File: src/hw/fcc_regs.vh
`ifndef FCC_REGS_VH
`define FCC_REGS_VH

// Command bytes of the check sequence and the readback read, and the idle filler byte.
`define FCC_CMD_ACTIVATE   8'h9b
`define FCC_CMD_CRC_SUB    8'h27
`define FCC_OPT_WHOLE      8'hff
`define FCC_OPT_RANGE      8'hfe
`define FCC_CMD_READBACK   8'h96
`define FCC_IDLE_BYTE      8'h00

// Byte counts and byte positions of the two sequence forms.
`define FCC_LEN_WHOLE      5'd11
`define FCC_LEN_RANGE      5'd19
`define FCC_CRC_FIRST_POS  5'd4
`define FCC_CRC_LAST_POS   5'd11
`define FCC_START_POS      5'd12
`define FCC_STOP_POS       5'd16

// Readback register: 64 bits, locations past the last one read as 00h.
`define FCC_RB_LAST_LOC    7'd64

// CRC-64 generator, x^64 term implied.
`define FCC_CRC_POLY       64'h42f0e1eba9ea3693
`define FCC_CRC_INIT       64'h0000000000000000

// Flag status bit that carries the check result.
`define FCC_FSR_CRC_BIT    4

`endif

File: src/hw/fcc_engine.v
// Notes on behaviour
// CRC-64 uses the degree-64 ECMA-182 generator polynomial.
// Data bytes enter least significant bit first; CRC starts at zero.
// Whole-array check: 9Bh, 27h, FFh, then eight expected CRC bytes.
// Range check: FEh, expected CRC, start then stop address, LSB first.
// Expected CRC arrives in bytes four to eleven, low byte first.
// Chip select rising after the last byte confirms and starts computing.
// Result compared with expected; pass or fail shown in flag bit 4.
// Computed CRC stored in readback only on fail; stays zero on pass.
// Command 96h reads the readback register, low byte first.
// Readback register is cleared when each CRC operation begins.
// Readback is volatile, cleared at power-up and every reset.
// Readback read advances per byte; after location 64 outputs 00h. The code outputs 00h from the ninth byte read (location 8) on.
// Chip select lifted before the full sequence starts no operation.
`timescale 1ns/1ps
`default_nettype none

`include "fcc_regs.vh"

module fcc_engine
(
    // System clock and reset
    input  wire        clk_sys,
    input  wire        rst_b,
    input  wire        soft_rst,
    // Serial link from the host, sampled by clk_sys
    input  wire        spi_sclk,
    input  wire        spi_cs_b,
    input  wire        spi_mosi,
    output reg         spi_miso,
    output reg         spi_miso_oe,
    // Array read port
    output reg  [31:0] arr_addr,
    output reg         arr_rd,
    input  wire [7:0]  arr_data,
    input  wire        arr_valid,
    input  wire [31:0] arr_last_addr,
    // Status
    output reg         crc_busy,
    output reg         crc_fail_flag
);

    localparam ST_IDLE = 2'd0;
    localparam ST_READ = 2'd1;
    localparam ST_WAIT = 2'd2;
    localparam ST_DONE = 2'd3;

    wire sclk_s;
    wire cs_b_s;
    wire mosi_s;

    fcc_sync u_sync_sclk (.clk_sys(clk_sys), .rst_b(rst_b),
                          .din(spi_sclk), .dout(sclk_s));
    // The select is carried inverted so that reset leaves it deselected.
    wire cs_sel_s;

    fcc_sync u_sync_cs   (.clk_sys(clk_sys), .rst_b(rst_b),
                          .din(~spi_cs_b), .dout(cs_sel_s));

    assign cs_b_s = ~cs_sel_s;
    fcc_sync u_sync_mosi (.clk_sys(clk_sys), .rst_b(rst_b),
                          .din(spi_mosi), .dout(mosi_s));

    reg        sclk_q;
    reg        cs_b_q;
    reg [7:0]  shift_q;
    reg [2:0]  bit_q;
    reg [4:0]  pos_q;
    reg        seq_ok_q;
    reg        range_q;
    reg        rb_mode_q;
    reg [6:0]  rb_loc_q;
    reg [7:0]  tx_q;
    reg [63:0] exp_q;
    reg [31:0] start_q;
    reg [31:0] stop_q;
    reg [63:0] crc_q;
    reg [63:0] rb_q;
    reg [1:0]  state_q;

    wire rise     = sclk_s & ~sclk_q;
    wire fall     = ~sclk_s & sclk_q;
    wire cs_rise  = cs_b_s & ~cs_b_q;
    wire [7:0] rx_byte = {shift_q[6:0], mosi_s};
    wire byte_done = rise & ~cs_b_s & (bit_q == 3'd7);
    wire [4:0] pos_next = pos_q + 5'd1;
    wire [63:0] crc_next;
    wire full_seq = seq_ok_q &&
                    (range_q ? (pos_q == `FCC_LEN_RANGE)
                             : (pos_q == `FCC_LEN_WHOLE));

    fcc_crc_step u_step (.crc_in(crc_q), .data(arr_data),
                         .crc_out(crc_next));

    wire [63:0] rb_shift = rb_q >> {rb_loc_q[2:0], 3'b000};

    // Command receiver: bytes arrive MSB first on rising clock edges.
    always @(posedge clk_sys or negedge rst_b)
    begin
        if (!rst_b)
        begin
            sclk_q    <= 1'b0;
            cs_b_q    <= 1'b1;
            shift_q   <= 8'h00;
            bit_q     <= 3'd0;
            pos_q     <= 5'd0;
            seq_ok_q  <= 1'b0;
            range_q   <= 1'b0;
            rb_mode_q <= 1'b0;
            exp_q     <= 64'h0;
            start_q   <= 32'h0;
            stop_q    <= 32'h0;
        end
        else
        begin
            sclk_q <= sclk_s;
            cs_b_q <= cs_b_s;
            if (cs_b_s || soft_rst)
            begin
                bit_q     <= 3'd0;
                pos_q     <= 5'd0;
                rb_mode_q <= 1'b0;
                if (cs_b_s && !cs_rise)
                    seq_ok_q <= 1'b0;
            end
            else if (rise)
            begin
                shift_q <= rx_byte;
                bit_q   <= bit_q + 3'd1;
                if (byte_done && !rb_mode_q)
                begin
                    if (pos_q != 5'd31)
                        pos_q <= pos_next;
                    case (pos_next)
                        5'd1:
                        begin
                            seq_ok_q  <= (rx_byte == `FCC_CMD_ACTIVATE);
                            rb_mode_q <= (rx_byte == `FCC_CMD_READBACK);
                        end
                        5'd2:
                            seq_ok_q <= seq_ok_q &
                                        (rx_byte == `FCC_CMD_CRC_SUB);
                        5'd3:
                        begin
                            range_q  <= (rx_byte == `FCC_OPT_RANGE);
                            seq_ok_q <= seq_ok_q &
                                        ((rx_byte == `FCC_OPT_WHOLE) |
                                         (rx_byte == `FCC_OPT_RANGE));
                        end
                        default:
                        begin
                            if (pos_next >= `FCC_CRC_FIRST_POS &&
                                pos_next <= `FCC_CRC_LAST_POS)
                                exp_q <= {rx_byte, exp_q[63:8]};
                            else if (pos_next >= `FCC_START_POS &&
                                     pos_next < `FCC_STOP_POS)
                                start_q <= {rx_byte, start_q[31:8]};
                            else if (pos_next >= `FCC_STOP_POS &&
                                     pos_next <= `FCC_LEN_RANGE)
                                stop_q <= {rx_byte, stop_q[31:8]};
                        end
                    endcase
                end
            end
        end
    end

    // Readback output: driven on falling edges, low byte first.
    always @(posedge clk_sys or negedge rst_b)
    begin
        if (!rst_b)
        begin
            rb_loc_q    <= 7'd0;
            tx_q        <= 8'h00;
            spi_miso    <= 1'b0;
            spi_miso_oe <= 1'b0;
        end
        else if (!rb_mode_q || cs_b_s)
        begin
            rb_loc_q    <= 7'd0;
            tx_q        <= rb_q[7:0];
            spi_miso    <= 1'b0;
            spi_miso_oe <= 1'b0;
        end
        else
        begin
            spi_miso_oe <= 1'b1;
            if (fall)
            begin
                spi_miso <= tx_q[7];
                tx_q     <= {tx_q[6:0], 1'b0};
            end
            if (byte_done)
            begin
                // Locations count bytes; eight carry data, the rest zeros.
                if (rb_loc_q != `FCC_RB_LAST_LOC)
                    rb_loc_q <= rb_loc_q + 7'd1;
                if (rb_loc_q < 7'd7)
                    tx_q <= rb_shift[15:8];
                else
                    tx_q <= `FCC_IDLE_BYTE;
            end
        end
    end

    // Computation engine: walks the array and feeds bytes to the CRC.
    always @(posedge clk_sys or negedge rst_b)
    begin
        if (!rst_b)
        begin
            state_q       <= ST_IDLE;
            crc_q         <= `FCC_CRC_INIT;
            rb_q          <= 64'h0;
            arr_addr      <= 32'h0;
            arr_rd        <= 1'b0;
            crc_busy      <= 1'b0;
            crc_fail_flag <= 1'b0;
        end
        else if (soft_rst)
        begin
            state_q       <= ST_IDLE;
            rb_q          <= 64'h0;
            arr_rd        <= 1'b0;
            crc_busy      <= 1'b0;
            crc_fail_flag <= 1'b0;
        end
        else
        begin
            arr_rd <= 1'b0;
            case (state_q)
                ST_IDLE:
                begin
                    if (cs_rise && full_seq)
                    begin
                        crc_q    <= `FCC_CRC_INIT;
                        rb_q     <= 64'h0;
                        arr_addr <= range_q ? start_q : 32'h0;
                        crc_busy <= 1'b1;
                        state_q  <= ST_READ;
                    end
                end
                ST_READ:
                begin
                    arr_rd  <= 1'b1;
                    state_q <= ST_WAIT;
                end
                ST_WAIT:
                begin
                    if (arr_valid)
                    begin
                        crc_q <= crc_next;
                        if (arr_addr == (range_q ? stop_q : arr_last_addr))
                            state_q <= ST_DONE;
                        else
                        begin
                            arr_addr <= arr_addr + 32'h1;
                            state_q  <= ST_READ;
                        end
                    end
                end
                ST_DONE:
                begin
                    crc_busy      <= 1'b0;
                    crc_fail_flag <= (crc_q != exp_q);
                    if (crc_q != exp_q)
                        rb_q <= crc_q;
                    state_q <= ST_IDLE;
                end
                default:
                    state_q <= ST_IDLE;
            endcase
        end
    end

endmodule

`default_nettype wire

File: src/hw/fcc_sync.v
`timescale 1ns/1ps
`default_nettype none

// Two-stage synchroniser for one level from outside the clock domain.
module fcc_sync
(
    // Clock and reset
    input  wire clk_sys,
    input  wire rst_b,
    // Level in and out
    input  wire din,
    output reg  dout
);

    reg meta_q;

    always @(posedge clk_sys or negedge rst_b)
    begin
        if (!rst_b)
        begin
            meta_q <= 1'b0;
            dout   <= 1'b0;
        end
        else
        begin
            meta_q <= din;
            dout   <= meta_q;
        end
    end

endmodule

`default_nettype wire

File: src/hw/fcc_crc_step.v
`timescale 1ns/1ps
`default_nettype none

`include "fcc_regs.vh"

// One byte of CRC-64, bits taken least significant first.
module fcc_crc_step
(
    // Running value and new byte
    input  wire [63:0] crc_in,
    input  wire [7:0]  data,
    // Updated value
    output wire [63:0] crc_out
);

    wire [63:0] stage [0:8];

    assign stage[0] = crc_in;

    genvar i;
    generate
        for (i = 0; i < 8; i = i + 1)
        begin : g_bit
            wire fb;
            assign fb = stage[i][63] ^ data[i];
            assign stage[i+1] = {stage[i][62:0], 1'b0} ^
                                ({64{fb}} & `FCC_CRC_POLY);
        end
    endgenerate

    assign crc_out = stage[8];

endmodule

`default_nettype wire

File: config.mk
export PLATFORM = sky130hd
export DESIGN_NAME = fcc_engine
export DESIGN_NICKNAME = d
export VERILOG_FILES = /design/src/hw/fcc_engine.v /design/src/hw/fcc_sync.v /design/src/hw/fcc_crc_step.v
export VERILOG_INCLUDE_DIRS = /design/src /design/src/hw
export SDC_FILE = /design/constraint.sdc
export NUM_CORES = 1
export LEC_CHECK = 0
export ABC_CLOCK_PERIOD_IN_PS = 7800
export BUFFER_PORTS_ARGS = -buffer_cell sky130_fd_sc_hd__buf_2
export CAP_MARGIN = 20
export CORE_MARGIN = 3
export CORE_UTILIZATION = 55
export CTS_BUF_LIST = sky130_fd_sc_hd__clkbuf_8
export CTS_CLUSTER_DIAMETER = 150
export CTS_CLUSTER_SIZE = 30
export DETAILED_ROUTE_END_ITERATION = 6
export GPL_ROUTABILITY_DRIVEN = 0
export HOLD_SLACK_MARGIN = 0.05
export PLACE_DENSITY = 0.74
export SYNTH_ARGS = -nofsm -noshare
export SYNTH_HDL_FRONTEND = slang
export SYNTH_SLANG_ARGS = --single-unit
File: constraint.sdc
create_clock -name clk_sys -period 7.8 [get_ports clk_sys]
set_input_delay 0.78 -clock clk_sys [delete_from_list [all_inputs] [get_ports clk_sys]]
set_output_delay 0.78 -clock clk_sys [all_outputs]
set_load 0.01 [all_outputs]
==> impl_metrics.toml, run 1 <==
[synthesis]
synth_ff_type = "dfrtp_1"
synth_cells = 1623
ys_ff_latch = 336
async_reset_ff_share_pct = 100.0
yosysTopAreaCell = "dfrtp_1"
yosysWarnings = 0
ys_seq_area_share_pct = 47.79
syn_area_mm2 = 0.01760
synth_edf_count = 0
synth_cell_types = 62
syn_nets = 1680
synth_area_per_cell_um2 = 10.84
netlist.area_leader.share_pct = 47.64
synthTopCellsByArea = "dfrtp_1, xnor2_1, mux2_2"

[critical_path]
worst-setup-path-type = "register to register"
cp.arrival_ps = 4350
reg2reg_to = "crc_q[24]"
reg2regPathDepth = 10
crit_required_ps = 8310
worstReg2RegStart = "pos_q[1]"
crit_path_end_kind = "register"
cp-start-kind = "register"
crit_path_max_fanout = 29
crit_path_start = "pos_q[1]"
rrSetupSlack_ps = 3960

[clock_tree]
clkSlewWorstSetupHoldPaths_ps = 180
clk-insertion-delay-late_ps = 570
cts_hold_buffers = 0
clkSinkCount = 336
cts_made_buffers = 15
cts_max_path_buffers = 3
cts_root_buf = "clkbuf_8"
cts_tree = "yes"
htree_levels = 1
post-cts-setup-buffers = 0
ctsResizeCount = 0

[sta]
finalHoldViolations = 0
setup_viol = 0
worstMarginPinSlew_ps = 1124
post-route-period-util_pct = 49.22
finalClockSkew_ps = 60.52
rsz0062_at_grt = "no"
finalSetupTns_ps = 0
relSlewSlack_pct = 24.69
min_period_ps = 3840
clock.fmax_mhz = 260.4
whs_ps = 271.4
maxSlewViolCount = 0

[global_routing]
grtUsageTotal_pct = 26.36
grt_max_degree = 116
overflow = 0
antenna_found_initial = 2
grt_pass1_vias = 12180
grt_pass1_wl_um = 70810

[floorplan]
io_pins = 84
die_height_um = 184.9
core_area_mm2 = 0.03107
rows = 64
die_w_um = 184.9
die_area_mm2 = 0.03418
start_util_pct = 56.64

[pwr]
p_sw_share_pct = 30.28
power_frac_comb_pct = 19.3
max-vdd-ir-drop_mv = 0.1782
power_density_mw_per_mm2 = 174.6
pwr-share-seq_pct = 58.5
intPower_mw = 2.260
p_clk_share_pct = 22.2
power.leakage_nw = 8.047
p_total_mw = 3.242
power_switching_mw = 0.9817

[finish]
final_common_cell = "dfrtp_1"
area_delta_synth_final_pct = 5.475
layout.nets = 1707
num-fill-cells = 2623
seq_area_mm2 = 0.008411
final_layout_size_suffix_gt1_share_pct = 17.35
multi_input_area_mm2 = 0.008557
final_cell_mix = "dfrtp_1, xnor2_1, nand2_1"

[worst_hold_path]
hp-class = "primary input to asynchronous set/reset pin"

[route]
drc = 0
first_pass_iters = 7
num_vias = 12490
drt_iter0_drc = 1326
wl_um = 44690
final_antenna_net_count = 0
wl_per_cell_um = 21.78
vias_per_cell = 6.089

[job]
max-cap-violations = 0

[outcome]
status = "finished clean"

[place]
dpl.hpwl_um = 31960
io_buffers = 83
==> kinds of logic after synthesis <==
| kind of cell | Yosys count | share of synthesized area, % |
|---|---|---|
| xor+xnor | 245 | 13.45 |
| buf+inv | 166 | 3.875 |
| mux | 254 | 15.98 |
| flops | 336 | 47.79 |
| compound gates | 230 | 8.098 |
| simple gates | 382 | 10.10 |
| fa+ha+maj | 10 | 0.7110 |
==> metrics by stage <==
step / worst slack (ps) / util [%] / instance area (um^2) / cells
global route: 3772 / 59.73 / 18560 / 2051
detailed placement: 4016 / 58.90 / 18300 / 2029
finish: 3960 / 59.74 / 18560 / 2052
floorplan: 4956 / - / 17600 / 1623
global placement: 4174 / 58.90 / 18300 / 2029
CTS: 3989 / 59.73 / 18560 / 2050
==> power groups by stage <==
stage | clock network (mW) | logic (mW) | registers [mW]
after floorplan | 0 | 0.461 | 1.88
after global placement | 0 | 0.615 | 1.92
after detailed placement | 0 | 0.624 | 1.92
after CTS | 0.740 | 0.627 | 1.89
after global routing | 0.799 | 0.678 | 1.90
final | 0.719 | 0.627 | 1.90
==> cells in the mapped netlist (5+ instances only) <==
cell type	number
xnor2_4	5
a22o_1	7
nand4_1	26
o2bb2ai_1	12
nor3_1	15
ha_1	10
nand2b_1	5
buf_2	17
inv_1	75
mux2_1	5
and2_1	6
nand2_1	187
a21oi_1	57
o211ai_1	14
mux2i_1	110
nor4_1	16
buf_1	5
o31ai_1	13
xnor2_2	8
o21ai_0	69
a31oi_1	25
clkbuf_1	63
mux4_2	8
xnor2_1	188
or3_1	5
mux2_2	131
and3_1	8
o21a_1	8
dfrtp_1	335
nand3_1	42
o221ai_1	6
xor2_1	40
nor2_1	50
buf_6	5
==> registers in the layout, summed over array words and instances (netlist names), 2 cells and up <==
name and cells:
state_q 2, exp_q 64, arr_addr 32, crc_q 64, rb_loc_q 7, stop_q 32
shift_q 7, tx_q 8, bit_q 3, pos_q 5, rb_q 64, start_q 32
==> routing by layer <==
metal | vias up | share of wire, % | track usage (%)
met4 | 0 | 2.1 | 5.912
met2 | 470 | 44 | 38.40
li1 | 5628 | - | -
met5 | - | 0 | 0
met1 | 6328 | 46 | 41.83
met3 | 68 | 8.0 | 4.006
==> how the worst max path moves through the flow <==
stage | end | slack (ps) | depth (start not counted)
after floorplan | stop_q[10] | 4960 | 7
after global placement | exp_q[5] | 4170 | 8
after detailed placement | exp_q[5] | 4020 | 8
after CTS | crc_q[24] | 3990 | 10
after global routing | crc_q[24] | 3770 | 10
final | crc_q[24] | 3960 | 10
==> layout make-up <==
type | count | area share, %
Tap cell | 396 | 2.669
Sequential cell | 336 | 45.31
Multi-Input combinational cell | 1121 | 46.10
Antenna cell | 2 | 0.02696
Clock buffer | 15 | 1.112
Inverter | 76 | 1.537
Timing Repair Buffer | 100 | 2.979
Clock inverter | 6 | 0.2629
==> worst max-delay path, cell delays in order (launching register included) <==
cell	delay (ps)
dfrtp_1	490
ha_1	370
nor3b_1	250
o2111ai_1	230
o21a_1	220
or3_2	450
inv_2	380
nand2_1	480
buf_4	400
or3_1	400
nand3_1	90
Power figures use the tool's default switching activity.
==> inputs of run 2 (changes only) <==
--- a/config.mk
+++ b/config.mk
@@ -6,7 +6,8 @@
 export SDC_FILE = /design/constraint.sdc
 export NUM_CORES = 1
 export LEC_CHECK = 0
-export ABC_CLOCK_PERIOD_IN_PS = 7800
+export ABC_AREA = 1
+export ABC_CLOCK_PERIOD_IN_PS = 3500
 export BUFFER_PORTS_ARGS = -buffer_cell sky130_fd_sc_hd__buf_2
 export CAP_MARGIN = 20
 export CORE_MARGIN = 3
@@ -17,7 +18,7 @@
 export DETAILED_ROUTE_END_ITERATION = 6
 export GPL_ROUTABILITY_DRIVEN = 0
 export HOLD_SLACK_MARGIN = 0.05
-export PLACE_DENSITY = 0.74
+export PLACE_DENSITY = 0.76
 export SYNTH_ARGS = -nofsm -noshare
 export SYNTH_HDL_FRONTEND = slang
 export SYNTH_SLANG_ARGS = --single-unit
==> constraint.sdc (replaced) <==
create_clock -name clk_sys -period 3.5 [get_ports clk_sys]
set_input_delay 0.35 -clock clk_sys [delete_from_list [all_inputs] [get_ports clk_sys]]
set_output_delay 0.35 -clock clk_sys [all_outputs]
set_load 0.01 [all_outputs]
==> impl_metrics.toml, run 2 <==
[pwr]
power_density_mw_per_mm2 = 306.9
max-vdd-ir-drop_mv = 0.2887
p_sw_share_pct = 28.11
power.leakage_nw = 10.76
pwr-share-seq_pct = 62.4
power_switching_mw = 1.775
p_clk_share_pct = 26.1
power_frac_comb_pct = 11.5
intPower_mw = 4.540

[sta]
post-route-period-util_pct = 82.28
rsz0062_at_grt = "no"
finalHoldViolations = 0
worstMarginPinSlew_ps = 868.3
fin_ws_ps = 620.1
finalSetupTns_ps = 0
maxSlewViolCount = 0
relSlewSlack_pct = 42.05
setup_viol = 0
min_period_ps = 2880
finalClockSkew_ps = 76.58
clock.fmax_mhz = 347.2

[finish]
top_regs = "crc_q: 64 flops, exp_q: 64 flops, rb_q: 64 flops"
num-fill-cells = 3254
multi_input_area_mm2 = 0.009756
seq_area_mm2 = 0.008409
fin_area_mm2 = 0.02058
num_antenna_cells = 0
final_cell_mix = "nand2_1, dfrtp_1, nand3_1"
area_delta_synth_final_pct = 5.234
final_common_cell = "nand2_1"
layout.nets = 2739
final_layout_size_suffix_gt1_share_pct = 7.409

[synthesis]
yosysWarnings = 0
synth_common_cells = "nand2_1, dfrtp_1, nand3_1"
synth_ff_type = "dfrtp_1"
synth_cells = 2661
syn_nets = 2718
synth_compound_area_share_pct = 6.162
async_reset_ff_share_pct = 100.0
netlist.area_leader.share_pct = 42.87
synthSimpleGateAreaFrac_pct = 34.56
synth_top_family_by_area = "simple AND/OR/NAND/NOR gates"
synth_cell_types = 46
yosysMostFrequentCell = "nand2_1"
synthAdderAreaFrac_pct = 0.6399
synthTopCellsByArea = "dfrtp_1, nand2_1, nand3_1"
yosysTopAreaCell = "dfrtp_1"
synth_area_per_cell_um2 = 7.348
ys_seq_area_share_pct = 43.01
synth-xor-area-share_pct = 8.453
synthMuxAreaShare_pct = 0
ys_ff_latch = 336
syn_area_mm2 = 0.01955
synth_edf_count = 0

[floorplan]
rows = 68
die_area_mm2 = 0.03785
core_area_mm2 = 0.03480
io_pins = 84
start_util_pct = 56.19
die_height_um = 194.6
die_w_um = 194.6

[clock_tree]
clkSinkCount = 336
cts_root_buf = "clkbuf_8"
htree_levels = 1
cts_max_path_buffers = 3
clkSlewWorstSetupHoldPaths_ps = 170
cts_made_buffers = 15
cts_tree = "yes"
clk-insertion-delay-late_ps = 600

[critical_path]
critPathMaxStageDelay_ps = 520
cpMostUsedCell = "nand2_1"
cp-start-kind = "register"
crit_required_ps = 3930
cp.arrival_ps = 3310
cpMaxStageDelayCell = "dfrtp_1"
crit_path_end = "crc_q[47]"
crit_path_start = "crc_q[61]"
reg2regPathDepth = 15
worst-setup-path-type = "register to register"
crit_path_max_fanout = 13
crit_chain = "inv_2 > nand2_1 > nand2_1 > buf_4 > nand2_1 > nand2_4 > nand2_2 > nand2_2 > nand2_1 > nand2_4 > nand2_4 > nand2_4 > nand2_1 > nand3_1 > nand2_1"
reg2reg_to = "crc_q[47]"
worstReg2RegStart = "crc_q[61]"
crit_path_end_kind = "register"
rrSetupSlack_ps = 620

[job]
max-cap-violations = 0

[route]
final_antenna_net_count = 0
drc = 11
wl_um = 58220
first_pass_iters = 7
wl_per_cell_um = 18.53
vias_per_cell = 5.741
drt_iter0_drc = 2050
num_vias = 18030

[global_routing]
grt_max_degree = 98
grt_pass1_wl_um = 92820
grt_pass1_vias = 17360
grtUsageTotal_pct = 30.26
overflow = 0
antenna_found_initial = 0

[place]
io_buffers = 83
place_area_mm2 = 0.02024
dpl.hpwl_um = 42240
place_ws_ps = 799.2

[outcome]
status = "finished with violations"
violations = "design-rule violations"

[worst_hold_path]
hp-class = "primary input to register"
[run 2: changes by cell type in the layout (fill, tap and decap cells not counted), sizes merged, moves of 23 or more]
| cell | previous run | this run |
|---|---|---|
| inv | 81 | 208 |
| mux2 | 136 | 0 |
| xnor2 | 201 | 56 |
| nand3 | 42 | 317 |
| a31oi | 25 | 2 |
| o22ai | 2 | 33 |
| o21ai | 72 | 107 |
| nand2 | 187 | 1022 |
| nor2 | 50 | 202 |
| mux2i | 110 | 0 |
| a21oi | 57 | 28 |
| xor2 | 42 | 131 |
[run 2: cell families (layout without fill, tap and decap cells)]
group	Yosys count	count (layout)
adder cells (fa/ha/maj)	10	10
buffers and inverters	324	349
XOR/XNOR	187	187
flip-flops	336	336
AO/OA/AOI/OAI	207	207
AND/OR/NAND/NOR	1597	1597
[run 2: per-stage QoR]
| step | instances | power (mW) | hold slack, ps | utilization (%) |
|---|---|---|---|---|
| 2_1_floorplan | 2661 | 4.483 | 54.41 | - |
| 3_3_place_gp | 3114 | 4.704 | 334.4 | 58.18 |
| 3_5_place_dp | 3114 | 4.721 | 334.7 | 58.18 |
| 4_1_cts | 3140 | 6.338 | 58.86 | 59.05 |
| 5_1_grt | 3141 | 6.534 | 77.56 | 59.13 |
| 6_report | 3141 | 6.316 | 63.39 | 59.13 |
[run 2: worst min path at each step]
stage,start,to,cells past startpoint
floorplan,rst_b,arr_addr[0],0
global placement,u_sync_cs.meta_q,u_sync_cs.dout,0
detailed placement,u_sync_cs.meta_q,u_sync_cs.dout,0
CTS,soft_rst,crc_fail_flag,2
global route,soft_rst,crc_fail_flag,2
finish,soft_rst,crc_fail_flag,2
[run 2: final cells by class]
| cell class | instances | area share, % |
|---|---|---|
| clock buffers | 15 | 1.003 |
| flip-flops and latches | 336 | 40.87 |
| clock inverters | 6 | 0.2371 |
| inverters | 207 | 3.800 |
| repair buffers | 121 | 3.916 |
| multi-input cells | 2001 | 47.41 |
| well taps | 455 | 2.767 |
[run 2: what timing repair did]
action,4_1_cts,5_1_grt
gates resized for setup,0,0
hold endpoints to repair,75,0
setup buffers,0,0
hold buffers,5,0
[run 2: per-layer routing]
metal,part of all wire [%],GRT usage [%],vias up
met5,0,0,-
met4,6.7,16.46,0
met3,7.6,3.172,220
met2,47,49.57,832
met1,39,39.71,8520
li1,-,-,8460
[run 2: critical path, delay by kind of cell, from the launching register on]
family	cells	cell delay [ps]
buf+inv	2	370
simple gates	13	1810
flops	1	520
[run 2: power by group through the flow]
stage / sequential, mW / clock [mW] / combinational, mW
detailed placement: 4.01 / 0 / 0.712
global placement: 4.01 / 0 / 0.696
global route: 3.94 / 1.79 / 0.804
CTS: 3.94 / 1.68 / 0.719
floorplan: 4.00 / 0 / 0.484
finish: 3.94 / 1.65 / 0.728
